--- config.mk ---
export PLATFORM = sky130hd
export DESIGN_NAME = dpp_pin_control
export DESIGN_NICKNAME = d
export VERILOG_FILES = /design/src/rtl/dpp_pad_cell.v /design/src/rtl/dpp_pin_control.v
export VERILOG_INCLUDE_DIRS = /design/src /design/src/rtl
export SDC_FILE = /design/constraint.sdc
export NUM_CORES = 1
export LEC_CHECK = 0
export BUFFER_PORTS_ARGS = -buffer_cell sky130_fd_sc_hd__buf_4
export CAP_MARGIN = 20
export CORE_MARGIN = 2
export CORE_UTILIZATION = 46
export CTS_CLUSTER_DIAMETER = 80
export DETAILED_ROUTE_END_ITERATION = 7
export HOLD_SLACK_MARGIN = 0.12
export PLACE_DENSITY = 0.91
export SYNTH_ARGS = -nofsm -noshare
export SYNTH_HDL_FRONTEND = slang
export SYNTH_SLANG_ARGS = --single-unit
--- constraint.sdc ---
create_clock -name clock -period 1.63 [get_ports clock]
set_input_delay 0.326 -clock clock [delete_from_list [all_inputs] [get_ports clock]]
set_output_delay 0.326 -clock clock [all_outputs]
set_load 0.05 [all_outputs]
--- src/rtl/dpp_map.vh ---
// Constants for the diagnostic probe and global pin control block.
// Included by every design file of the block; holds definitions only.
`ifndef DPP_MAP_VH
`define DPP_MAP_VH

// Shared pad positions in the pad vectors
`define DPP_PAD_CNT        5
`define DPP_PAD_DIAGCLK    0
`define DPP_PAD_PROBE1     1
`define DPP_PAD_PROBE2     2
`define DPP_PAD_SERIAL     3
`define DPP_PAD_SETCLR     4

// User pad configurations
`define DPP_UMODE_W        2
`define DPP_UMODE_INPUT    2'h0
`define DPP_UMODE_OUTPUT   2'h1
`define DPP_UMODE_TRISTATE 2'h2
`define DPP_UMODE_BIDIR    2'h3

// Reset values
`define DPP_RST_BIT        1'h0
`define DPP_RST_OEN        1'h1

// Default probe node geometry
`define DPP_NODE_CNT       16
`define DPP_SEL_W          4

`endif

--- src/rtl/dpp_pad_cell.v ---
// One shared pad: user I/O buffer with its I/O registers, or a special role.
// Assumes one clock for all registers and that padIn is synchronous to it.
`timescale 1ns/1ns
`default_nettype none
`include "dpp_map.vh"

module dpp_pad_cell (
  input wire clock,                          // I/O register clock
  input wire arst_n,                         // Asynchronous reset, active low
  input wire padIn,                          // Level seen on the pad
  output reg padOut_ff,                      // Value driven onto the pad
  output reg padOeN_ff,                      // Output enable, low while driving
  output reg userIn_ff,                      // Captured pad input for user logic
  input wire userUsed,                       // Pad is used by the design
  input wire [`DPP_UMODE_W-1:0] userMode,    // User buffer configuration
  input wire userOut,                        // User output data
  input wire userOutEn,                      // User three-state enable, high drives
  input wire specialOn,                      // Pad is in its special role
  input wire specialIsOut,                   // Special role drives the pad
  input wire specialDrive,                   // Special output is allowed to drive
  input wire specialOut,                     // Special output data
  input wire regSetClr,                      // Global preset/clear of I/O registers
  input wire regSetVal                       // Value forced by preset/clear
);

  reg nxt_padOut;
  reg nxt_padOeN;
  reg nxt_userIn;

  always @* begin
    nxt_padOut = `DPP_RST_BIT;
    nxt_padOeN = `DPP_RST_OEN;
    nxt_userIn = `DPP_RST_BIT;
    if (specialOn) begin
      if (specialIsOut && specialDrive) begin
        nxt_padOut = specialOut;
        nxt_padOeN = 1'h0;
      end
    end else if (userUsed) begin
      case (userMode)
        `DPP_UMODE_INPUT: begin
          nxt_userIn = padIn;
        end
        `DPP_UMODE_OUTPUT: begin
          nxt_padOut = userOut;
          nxt_padOeN = 1'h0;
        end
        `DPP_UMODE_TRISTATE: begin
          nxt_padOut = userOut;
          nxt_padOeN = ~userOutEn;
        end
        `DPP_UMODE_BIDIR: begin
          nxt_padOut = userOut;
          nxt_padOeN = ~userOutEn;
          nxt_userIn = padIn;
        end
        default: begin
          nxt_padOeN = `DPP_RST_OEN;
        end
      endcase
      // Preset/clear reaches the data registers only, the enable stays put
      if (regSetClr) begin
        nxt_padOut = regSetVal;
        nxt_userIn = regSetVal;
      end
    end
    // Unused pads fall through with the enable high
  end

  // All I/O registers share the one I/O clock
  always @(posedge clock or negedge arst_n) begin
    if (!arst_n) begin
      padOut_ff <= `DPP_RST_BIT;
      padOeN_ff <= `DPP_RST_OEN;
      userIn_ff <= `DPP_RST_BIT;
    end else begin
      padOut_ff <= nxt_padOut;
      padOeN_ff <= nxt_padOeN;
      userIn_ff <= nxt_userIn;
    end
  end

endmodule
`default_nettype wire

--- src/rtl/dpp_pin_control.v ---
// Top of the diagnostic probe and global pin control block: mode switching
// of the four shared diagnostic pads, probe selection and output, and the
// global I/O preset/clear pad. Assumes a single clock that serves as both
// array clock and I/O clock, and pad inputs synchronous to it.
`timescale 1ns/1ns
`default_nettype none
`include "dpp_map.vh"

// Behaviour
// - Mode high gives diag clock, both probes and serial input their diagnostic roles.
// - Mode low turns those four pads into ordinary user I/O pads.
// - In diagnostic mode the first probe drives the selected internal node value.
// - In diagnostic mode the second probe drives its own independently selected node.
// - Probe output can be disabled until the next reset; the probe pads stop driving one clock after the lock flag sets.
// - Serial diag input shifts selection data only while mode is high.
// - Global preset/clear input loads the data registers of used user pads at the next clock; enables are untouched.
// - Without preset/clear use, the preset/clear pad is an ordinary user pad.
// - Each user pad is input, output, three-state or bidirectional.
// - Unused user pads stay in high impedance.
// - The array clock clocks every sequential cell directly.
// - The I/O clock clocks every I/O register directly.
module dpp_pin_control #(
  parameter NODE_CNT = `DPP_NODE_CNT,        // Number of probeable internal nodes
  parameter SEL_W = `DPP_SEL_W               // Width of one node select field
) (
  input wire clock,                          // Array and I/O clock
  input wire arst_n,                         // Asynchronous reset, active low
  input wire modeSel,                        // Diagnostic mode select, high active
  input wire [`DPP_PAD_CNT-1:0] padIn,       // Levels seen on the shared pads
  output wire [`DPP_PAD_CNT-1:0] padOut,     // Values driven on the shared pads
  output wire [`DPP_PAD_CNT-1:0] padOeN,     // Pad output enables, low drives
  output wire [`DPP_PAD_CNT-1:0] userIn,     // Captured user inputs per pad
  input wire [`DPP_PAD_CNT-1:0] userUsed,    // Pad used by the design
  input wire [`DPP_PAD_CNT*`DPP_UMODE_W-1:0] userMode, // Per-pad user buffer mode
  input wire [`DPP_PAD_CNT-1:0] userOut,     // Per-pad user output data
  input wire [`DPP_PAD_CNT-1:0] userOutEn,   // Per-pad user three-state enable
  input wire [NODE_CNT-1:0] internalNodes,   // Internal design nodes to probe
  input wire probeDisableFuse,               // Request to disable probing until the next reset
  input wire ioSetClrUsed,                   // Design uses I/O preset/clear
  input wire ioSetClrPreset,                 // Preset/clear forces 1 when high, else 0
  output reg probeLocked_ff,                 // Probing disabled until the next reset
  output reg [SEL_W-1:0] probeSelFirst_ff,   // Node select of the first probe
  output reg [SEL_W-1:0] probeSelSecond_ff   // Node select of the second probe
);

  reg diagClkQ_ff;
  reg probeValFirst_ff;
  reg probeValSecond_ff;
  reg nxt_probeLocked;
  reg [SEL_W-1:0] nxt_probeSelFirst;
  reg [SEL_W-1:0] nxt_probeSelSecond;
  reg nxt_probeValFirst;
  reg nxt_probeValSecond;
  wire diagClkRise;
  wire setClrActive;
  wire [`DPP_PAD_CNT-1:0] specialOn;
  wire [`DPP_PAD_CNT-1:0] specialIsOut;
  wire [`DPP_PAD_CNT-1:0] specialOut;

  // Diag clock edges are only seen in diagnostic mode, so user traffic on
  // the pad cannot disturb the selection
  assign diagClkRise = modeSel && padIn[`DPP_PAD_DIAGCLK] && !diagClkQ_ff;
  // Pad levels are taken as synchronous; an asynchronous host clock would
  // need a synchroniser ahead of this block

  assign setClrActive = ioSetClrUsed && padIn[`DPP_PAD_SETCLR];

  // Diagnostic roles follow the mode pin; the preset/clear role follows ioSetClrUsed
  assign specialOn[`DPP_PAD_DIAGCLK] = modeSel;
  assign specialOn[`DPP_PAD_PROBE1] = modeSel;
  assign specialOn[`DPP_PAD_PROBE2] = modeSel;
  assign specialOn[`DPP_PAD_SERIAL] = modeSel;
  assign specialOn[`DPP_PAD_SETCLR] = ioSetClrUsed;

  assign specialIsOut[`DPP_PAD_DIAGCLK] = 1'h0;
  assign specialIsOut[`DPP_PAD_PROBE1] = 1'h1;
  assign specialIsOut[`DPP_PAD_PROBE2] = 1'h1;
  assign specialIsOut[`DPP_PAD_SERIAL] = 1'h0;
  assign specialIsOut[`DPP_PAD_SETCLR] = 1'h0;

  assign specialOut[`DPP_PAD_DIAGCLK] = `DPP_RST_BIT;
  assign specialOut[`DPP_PAD_PROBE1] = probeValFirst_ff;
  assign specialOut[`DPP_PAD_PROBE2] = probeValSecond_ff;
  assign specialOut[`DPP_PAD_SERIAL] = `DPP_RST_BIT;
  assign specialOut[`DPP_PAD_SETCLR] = `DPP_RST_BIT;

  always @* begin
    nxt_probeLocked = probeLocked_ff || probeDisableFuse;
    nxt_probeSelFirst = probeSelFirst_ff;
    nxt_probeSelSecond = probeSelSecond_ff;
    // Selection is one long shift chain: second field then first field
    if (diagClkRise) begin
      nxt_probeSelSecond = {probeSelSecond_ff[SEL_W-2:0], probeSelFirst_ff[SEL_W-1]};
      nxt_probeSelFirst = {probeSelFirst_ff[SEL_W-2:0], padIn[`DPP_PAD_SERIAL]};
    end
    // Out-of-range selects read zero rather than aliasing another node
    nxt_probeValFirst = `DPP_RST_BIT;
    nxt_probeValSecond = `DPP_RST_BIT;
    if (probeSelFirst_ff < NODE_CNT) begin
      nxt_probeValFirst = internalNodes[probeSelFirst_ff];
    end
    if (probeSelSecond_ff < NODE_CNT) begin
      nxt_probeValSecond = internalNodes[probeSelSecond_ff];
    end
    if (nxt_probeLocked) begin
      nxt_probeValFirst = `DPP_RST_BIT;
      nxt_probeValSecond = `DPP_RST_BIT;
    end
  end

  // Every sequential cell sits on the one array clock
  always @(posedge clock or negedge arst_n) begin
    if (!arst_n) begin
      diagClkQ_ff <= `DPP_RST_BIT;
      probeLocked_ff <= `DPP_RST_BIT;
      probeSelFirst_ff <= {SEL_W{1'h0}};
      probeSelSecond_ff <= {SEL_W{1'h0}};
      probeValFirst_ff <= `DPP_RST_BIT;
      probeValSecond_ff <= `DPP_RST_BIT;
    end else begin
      diagClkQ_ff <= padIn[`DPP_PAD_DIAGCLK];
      probeLocked_ff <= nxt_probeLocked;
      probeSelFirst_ff <= nxt_probeSelFirst;
      probeSelSecond_ff <= nxt_probeSelSecond;
      probeValFirst_ff <= nxt_probeValFirst;
      probeValSecond_ff <= nxt_probeValSecond;
    end
  end

  // Lock silences only the special drivers; user pads keep working
  wire specialDrive = ~probeLocked_ff;

  // One cell per shared pad; the cells differ only in their role wiring
  dpp_pad_cell uPadDiagClk (
    .clock(clock),
    .arst_n(arst_n),
    .padIn(padIn[`DPP_PAD_DIAGCLK]),
    .padOut_ff(padOut[`DPP_PAD_DIAGCLK]),
    .padOeN_ff(padOeN[`DPP_PAD_DIAGCLK]),
    .userIn_ff(userIn[`DPP_PAD_DIAGCLK]),
    .userUsed(userUsed[`DPP_PAD_DIAGCLK]),
    .userMode(userMode[`DPP_PAD_DIAGCLK*`DPP_UMODE_W +: `DPP_UMODE_W]),
    .userOut(userOut[`DPP_PAD_DIAGCLK]),
    .userOutEn(userOutEn[`DPP_PAD_DIAGCLK]),
    .specialOn(specialOn[`DPP_PAD_DIAGCLK]),
    .specialIsOut(specialIsOut[`DPP_PAD_DIAGCLK]),
    .specialDrive(specialDrive),
    .specialOut(specialOut[`DPP_PAD_DIAGCLK]),
    .regSetClr(setClrActive),
    .regSetVal(ioSetClrPreset)
  );

  dpp_pad_cell uPadProbeFirst (
    .clock(clock),
    .arst_n(arst_n),
    .padIn(padIn[`DPP_PAD_PROBE1]),
    .padOut_ff(padOut[`DPP_PAD_PROBE1]),
    .padOeN_ff(padOeN[`DPP_PAD_PROBE1]),
    .userIn_ff(userIn[`DPP_PAD_PROBE1]),
    .userUsed(userUsed[`DPP_PAD_PROBE1]),
    .userMode(userMode[`DPP_PAD_PROBE1*`DPP_UMODE_W +: `DPP_UMODE_W]),
    .userOut(userOut[`DPP_PAD_PROBE1]),
    .userOutEn(userOutEn[`DPP_PAD_PROBE1]),
    .specialOn(specialOn[`DPP_PAD_PROBE1]),
    .specialIsOut(specialIsOut[`DPP_PAD_PROBE1]),
    .specialDrive(specialDrive),
    .specialOut(specialOut[`DPP_PAD_PROBE1]),
    .regSetClr(setClrActive),
    .regSetVal(ioSetClrPreset)
  );

  dpp_pad_cell uPadProbeSecond (
    .clock(clock),
    .arst_n(arst_n),
    .padIn(padIn[`DPP_PAD_PROBE2]),
    .padOut_ff(padOut[`DPP_PAD_PROBE2]),
    .padOeN_ff(padOeN[`DPP_PAD_PROBE2]),
    .userIn_ff(userIn[`DPP_PAD_PROBE2]),
    .userUsed(userUsed[`DPP_PAD_PROBE2]),
    .userMode(userMode[`DPP_PAD_PROBE2*`DPP_UMODE_W +: `DPP_UMODE_W]),
    .userOut(userOut[`DPP_PAD_PROBE2]),
    .userOutEn(userOutEn[`DPP_PAD_PROBE2]),
    .specialOn(specialOn[`DPP_PAD_PROBE2]),
    .specialIsOut(specialIsOut[`DPP_PAD_PROBE2]),
    .specialDrive(specialDrive),
    .specialOut(specialOut[`DPP_PAD_PROBE2]),
    .regSetClr(setClrActive),
    .regSetVal(ioSetClrPreset)
  );

  dpp_pad_cell uPadSerial (
    .clock(clock),
    .arst_n(arst_n),
    .padIn(padIn[`DPP_PAD_SERIAL]),
    .padOut_ff(padOut[`DPP_PAD_SERIAL]),
    .padOeN_ff(padOeN[`DPP_PAD_SERIAL]),
    .userIn_ff(userIn[`DPP_PAD_SERIAL]),
    .userUsed(userUsed[`DPP_PAD_SERIAL]),
    .userMode(userMode[`DPP_PAD_SERIAL*`DPP_UMODE_W +: `DPP_UMODE_W]),
    .userOut(userOut[`DPP_PAD_SERIAL]),
    .userOutEn(userOutEn[`DPP_PAD_SERIAL]),
    .specialOn(specialOn[`DPP_PAD_SERIAL]),
    .specialIsOut(specialIsOut[`DPP_PAD_SERIAL]),
    .specialDrive(specialDrive),
    .specialOut(specialOut[`DPP_PAD_SERIAL]),
    .regSetClr(setClrActive),
    .regSetVal(ioSetClrPreset)
  );

  dpp_pad_cell uPadSetClr (
    .clock(clock),
    .arst_n(arst_n),
    .padIn(padIn[`DPP_PAD_SETCLR]),
    .padOut_ff(padOut[`DPP_PAD_SETCLR]),
    .padOeN_ff(padOeN[`DPP_PAD_SETCLR]),
    .userIn_ff(userIn[`DPP_PAD_SETCLR]),
    .userUsed(userUsed[`DPP_PAD_SETCLR]),
    .userMode(userMode[`DPP_PAD_SETCLR*`DPP_UMODE_W +: `DPP_UMODE_W]),
    .userOut(userOut[`DPP_PAD_SETCLR]),
    .userOutEn(userOutEn[`DPP_PAD_SETCLR]),
    .specialOn(specialOn[`DPP_PAD_SETCLR]),
    .specialIsOut(specialIsOut[`DPP_PAD_SETCLR]),
    .specialDrive(specialDrive),
    .specialOut(specialOut[`DPP_PAD_SETCLR]),
    .regSetClr(setClrActive),
    .regSetVal(ioSetClrPreset)
  );

endmodule
`default_nettype wire

======== Yosys cells after proc, flatten, opt, wreduce, memory -nomap -nowiden ========
Index checks and enable logic that the tools add are counted.
storage, ports and cells
  register bits after elaboration ......... 27
  bits of input ports ..................... 52
  output and inout bits ................... 24
  word-level logic and storage cells ...... 132
operators by class
  magnitude comparators ................... 2
  equal/unequal tests ..................... 15
  mux-type cells .......................... 64
  bitwise logic cells ..................... 5
  reduce and logical (&&, ||, !) cells .... 25
operators with widths
  operator                                            number
  two-way mux 1 bit                                   57
  == test 2 bit, second input constant                10
  OR reduction 2 bit                                  10
  OR reduction 3 bit                                  5
  == test 2 x 1 -> 1 bit, second input constant       5
  logical NOT 2 bit                                   5
  < comparator 4 x 5 -> 1 bit, second input constant  2
  one-hot mux 1 bit (2 select lines)                  5
  binary-select mux 1 bit (select 4 bit)              2
  NOT 1 bit                                           5
  logical AND 1 bit                                   3
  logical NOT 1 bit                                   1
  logical OR 1 bit                                    1

======== Logic depth before layout (Yosys ltp) ========
  depth in word-level cells ............... 6
  mapped depth ............................ 5

======== Hierarchy ========
Synthesis repeated with hierarchy kept, for this count alone.
unflattened totals
  cell total of the unflattened synthesis .. 145
  area total of the unflattened synthesis .. 1657.8 µm²
by module, submodules not included
  module           instances  cells an instance  area each (µm²)
  dpp_pad_cell     5          17                 182.7
  dpp_pin_control  1          60                 744.5

======== Least setup slack after synthesis ========
Ideal clock, no wire load.
  kind .................................... flip-flop to flip-flop
  start point ............................. reg probeSelFirst_ff[0]
  end point ............................... reg probeValFirst_ff
  arrival time ............................ 1.600 ns
  required time ........................... 1.503 ns
  slack ................................... -0.098 ns
  stages on the path, launching flop included .. 5
  path buffers ............................ 1
  period minus slack after synthesis ...... 1.728 ns
  cell sequence ........................... dfrtp_1 > buf_6 > mux4_1 > o2111ai_1 > o21ai_1
on the way
  cells in the longest elaborated chain, start to end .. 3
RTL lines
  item                                     line                   RTL
  start: declaration                       dpp_pin_control.v:42   output reg [SEL_W-1:0] probeSelFirst_ff,
  start signal: assignment                 dpp_pin_control.v:116  probeSelFirst_ff <= {SEL_W{1'h0}};
  start signal: assignment                 dpp_pin_control.v:123  probeSelFirst_ff <= nxt_probeSelFirst;
  binary-select mux 1 bit (select 4 bit)   dpp_pin_control.v:100  nxt_probeValFirst = internalNodes[probeSelFirst_ff];
  two-way mux 1 bit (implied by the code)  dpp_pin_control.v:100
  two-way mux 1 bit                        dpp_pin_control.v:105  if (nxt_probeLocked) begin
  net nxt_probeValFirst                    dpp_pin_control.v:52   reg nxt_probeValFirst;
  end signal: assignment                   dpp_pin_control.v:118  probeValFirst_ff <= `DPP_RST_BIT;
  end signal: assignment                   dpp_pin_control.v:125  probeValFirst_ff <= nxt_probeValFirst;
  end: declaration                         dpp_pin_control.v:47   reg probeValFirst_ff;
The timed path passes the listed nets, and every way through them passes these cells. The select of a mux whose other input is x is not followed.
A chain may end at the register's enable or synchronous reset.

======== Worst setup path in the final report ========
  start point ............................. in padIn[0]
  end point ............................... reg probeSelSecond_ff[1]
on the way
  cells in the longest elaborated chain, start to end .. 2
RTL lines
  item                            line                   RTL
  start: declaration              dpp_pin_control.v:29   input wire [`DPP_PAD_CNT-1:0] padIn,
  logical AND 1 bit (2 in a row)  dpp_pin_control.v:62   assign diagClkRise = modeSel && padIn[`DPP_PAD_DIAGCLK] && !diagClkQ_ff;
  end signal: assignment          dpp_pin_control.v:117  probeSelSecond_ff <= {SEL_W{1'h0}};
  end signal: assignment          dpp_pin_control.v:124  probeSelSecond_ff <= nxt_probeSelSecond;
  end: declaration                dpp_pin_control.v:43   output reg [SEL_W-1:0] probeSelSecond_ff
Every way passes these cells.

==> results.sh <==
export IMPL_maxSlewHeadroom_pct=71.65
export IMPL_cts_max_level=1
export IMPL_grt_use_total_pct=19.90
export IMPL_die_area_mm2=0.003929
export IMPL_die_x_um=62.68
export IMPL_fin_worst_skew_ns=0.0009777
export IMPL_stdcell_count=250
export IMPL_ys_flop_type="dfrtp_1"
export IMPL_antenna_cells=0
export IMPL_p_comb_share_pct=44.3
export IMPL_outcome="complete, no violations"
export IMPL_dr_pass1_iters=4
export IMPL_worst_setup_path_end_kind="register"
export IMPL_power_mw=2.239
export IMPL_syn_inst=142
export IMPL_syn_to_final_growth_pct=33.25
export IMPL_fin_crit_ns=1.533
export IMPL_finalWirelength_um=3605
export IMPL_avgViaCountPerCell=5.036
export IMPL_ff2ff_path_depth=3
export IMPL_power_leakage_nw=1.058
export IMPL_holdPathStages=2
export IMPL_layout_common_cells="buf_4, dfrtp_1, nand3b_1, mux2i_1, inv_1"
export IMPL_vias=1259
export IMPL_tns_ns=0
export IMPL_worst_setup_path_start_kind="input pin"
export IMPL_pwr_share_clk_pct=11.9
export IMPL_antenna_found_initial=0
export IMPL_grt_ovfl_total=0
export IMPL_gp_congestion=0.9788
export IMPL_io_pins=76
export IMPL_wl_per_cell_um=14.42
export IMPL_p_switching_mw=0.9257
export IMPL_critPathArrivalTime_ns=1.74
export IMPL_max_freq_ghz=0.6522
export IMPL_critical_path_required_ns=1.83
export IMPL_final_max_slew_viol_count=0
export IMPL_initial_core_util_pct=47.85
export IMPL_std_cell_rows=21
export IMPL_syn_area_mm2=0.001584
export IMPL_rsz0062_at_grt="no"
export IMPL_dieHeight_um=62.68
export IMPL_grt_pass1_vias=1380
export IMPL_ys_seq_area_share_pct=43.05
export IMPL_crit_path_cell_trace="dlygate4sd3_1 -> buf_4 -> nand3b_1 -> mux2_2"
export IMPL_port_buffers=75
export IMPL_cp_slowest_cell="dlygate4sd3_1"
export IMPL_mostFrequentLayoutCell="buf_4"
export IMPL_synth_warnings=0
export IMPL_async_reset_ff_share_pct=100.0
export IMPL_ff2ff_setup_slack_ns=0.12
export IMPL_ys_ff_latch=27
export IMPL_numClockSinks=27
export IMPL_critPathMaxStageDelay_ns=0.55
export IMPL_avgSynthCellArea_um2=11.16
export IMPL_fillers=297
export IMPL_power_per_cell_area_mw_per_mm2=1061
export IMPL_whs_endpoint="uPadSetClr.padOeN_ff"
export IMPL_ir_drop_v=0.001223
export IMPL_syn_nets=199
export IMPL_clk_pin_slew_ns=0.13
export IMPL_cap_violations=0
export IMPL_numCtsBuffers=3
export IMPL_ant_nets=0
export IMPL_clk_path_buf_depth=2
export IMPL_drc_errors=0
export IMPL_cts_tree="built"
export IMPL_hold_start="userUsed[4]"
export IMPL_worstMarginPinSlew_ns=0.4239
export IMPL_nNetsFinal=262
export IMPL_intPower_mw=1.313
export IMPL_crit_fanout=8
export IMPL_dp_cells=244
export IMPL_layout_drive_gt1_share_pct=46.57
export IMPL_min_path_type="input pin to register"
export IMPL_drt_initial_drc_count=37
export IMPL_grt_pass1_wl_um=6258
export IMPL_setup_worst_path_start="padIn[0]"
export IMPL_cts_setup_buffers=0
export IMPL_grt_start_max_net_pins=28
export IMPL_cts_root_buf="clkbuf_4"
export IMPL_hold_viol_final=0
export IMPL_coreArea_mm2=0.003311
export IMPL_finalSetupViolations=0
export IMPL_clkLatencyLatePin_ns=0.30
export IMPL_hold_slack_ns=0.1700
export IMPL_synth_edff_count=0
export IMPL_critical_path_class="input pin to register"
export IMPL_reg2reg_to="probeValSecond_ff"
export IMPL_r2r_start="probeSelSecond_ff[0]"
export IMPL_timing_final_crit_share_pct=94.07
export IMPL_ys_types=25
export IMPL_seqPwrFrac_pct=43.8
export IMPL_final_util_pct=63.76
export IMPL_switching_share_pct=41.35
export IMPL_dp_final_hpwl_um=2955
worst max-delay path: cells and delay by family:
kind                   cells  cell delay (ns)
AND/OR/NAND/NOR            1             0.32
buffers and inverters      2             0.70
multiplexers               1             0.40
cell usage after synthesis (all sizes together) (4+ instances only):
master / n / share of area, %
a21oi: 8 / 2.5
buf: 17 / 8.5
dfrtp: 22 / 35
dfstp: 5 / 8.3
ha: 5 / 3.9
inv: 11 / 2.6
mux2: 8 / 5.7
mux2i: 12 / 7.6
mux4: 4 / 6.6
nand2: 4 / 0.95
nand2b: 4 / 1.6
nand3: 5 / 1.6
nand3b: 14 / 6.6
nor2: 5 / 1.2
power by group through the flow:
| stage | Sequential, mW | Combinational [mW] | Clock [mW] |
|---|---|---|---|
| floorplan | 1.17 | 0.494 | 0 |
| global placement | 0.974 | 0.972 | 0 |
| detailed placement | 0.986 | 0.996 | 0 |
| CTS | 0.975 | 1.00 | 0.285 |
| global route | 1.00 | 1.05 | 0.306 |
| finish | 0.981 | 0.991 | 0.267 |
worst max-delay path by stage:
stage	to	slack, ns	depth (start not counted)
after global placement	probeValSecond_ff	0.23	3
after CTS	probeValSecond_ff	0.13	3
after detailed placement	probeValSecond_ff	0.15	3
final	probeSelSecond_ff[1]	0.1	4
after global routing	probeSelSecond_ff[1]	0.08	4
after floorplan	probeValFirst_ff	0.04	4
cells by family (layout without fill, tap and decap cells):
group / Yosys count / in the layout / share of synthesized area (%)
buf+inv: 30 / 92 / 11.61
simple gates: 39 / 39 / 15.01
flops: 27 / 27 / 43.05
fa+ha+maj: 5 / 5 / 3.949
mux: 24 / 24 / 19.91
compound gates: 17 / 17 / 6.477
timing repair:
item,4_1_cts,5_1_grt
hold endpoints to repair,22,1
endpoints found under the setup margin,0,0
hold buffers,1,1
resized for setup,0,0
layer usage:
| layer | track usage [%] | wire [um] | up-vias |
|---|---|---|---|
| met4 | 3.333 | 14 | 0 |
| met1 | 24.20 | 1520 | 585 |
| met3 | 4.144 | 263 | 2 |
| li1 | - | - | 613 |
| met2 | 36.69 | 1807 | 59 |
| met5 | 0 | 0 | - |
final cells by class:
| type | instances | area, um^2 | area share [%] |
|---|---|---|---|
| clock buffer | 4 | 26.28 | 1.245 |
| inverter | 11 | 41.29 | 1.956 |
| sequential | 27 | 684.4 | 32.42 |
| tap | 46 | 57.56 | 2.727 |
| multi-input combinational | 85 | 718.2 | 34.02 |
| timing repair buffer | 77 | 583.1 | 27.62 |
per-stage QoR:
| stage | setup WS (ns) | area (um^2) |
|---|---|---|
| after global placement | 0.2341 | 2064 |
| final | 0.09672 | 2111 |
| after detailed placement | 0.1469 | 2064 |
| after floorplan | 0.04189 | 1587 |
| after global routing | 0.07646 | 2111 |
| after CTS | 0.1285 | 2101 |
state kept, by name, indices dropped and copies added (netlist names):
| name | count |
|---|---|
| probeSelFirst_ff | 4 |
| probeSelSecond_ff | 4 |
| diagClkQ_ff | 1 |
| probeLocked_ff | 1 |
| probeValFirst_ff | 1 |
| probeValSecond_ff | 1 |
| uPadDiagClk.padOeN_ff | 1 |
| uPadDiagClk.padOut_ff | 1 |
| uPadDiagClk.userIn_ff | 1 |
| uPadProbeFirst.padOeN_ff | 1 |
| uPadProbeFirst.padOut_ff | 1 |
| uPadProbeFirst.userIn_ff | 1 |
| uPadProbeSecond.padOeN_ff | 1 |
| uPadProbeSecond.padOut_ff | 1 |
| uPadProbeSecond.userIn_ff | 1 |
| uPadSerial.padOeN_ff | 1 |
| uPadSerial.padOut_ff | 1 |
| uPadSerial.userIn_ff | 1 |
| uPadSetClr.padOeN_ff | 1 |
| uPadSetClr.padOut_ff | 1 |
| uPadSetClr.userIn_ff | 1 |
(Power assumes the default switching activity.)
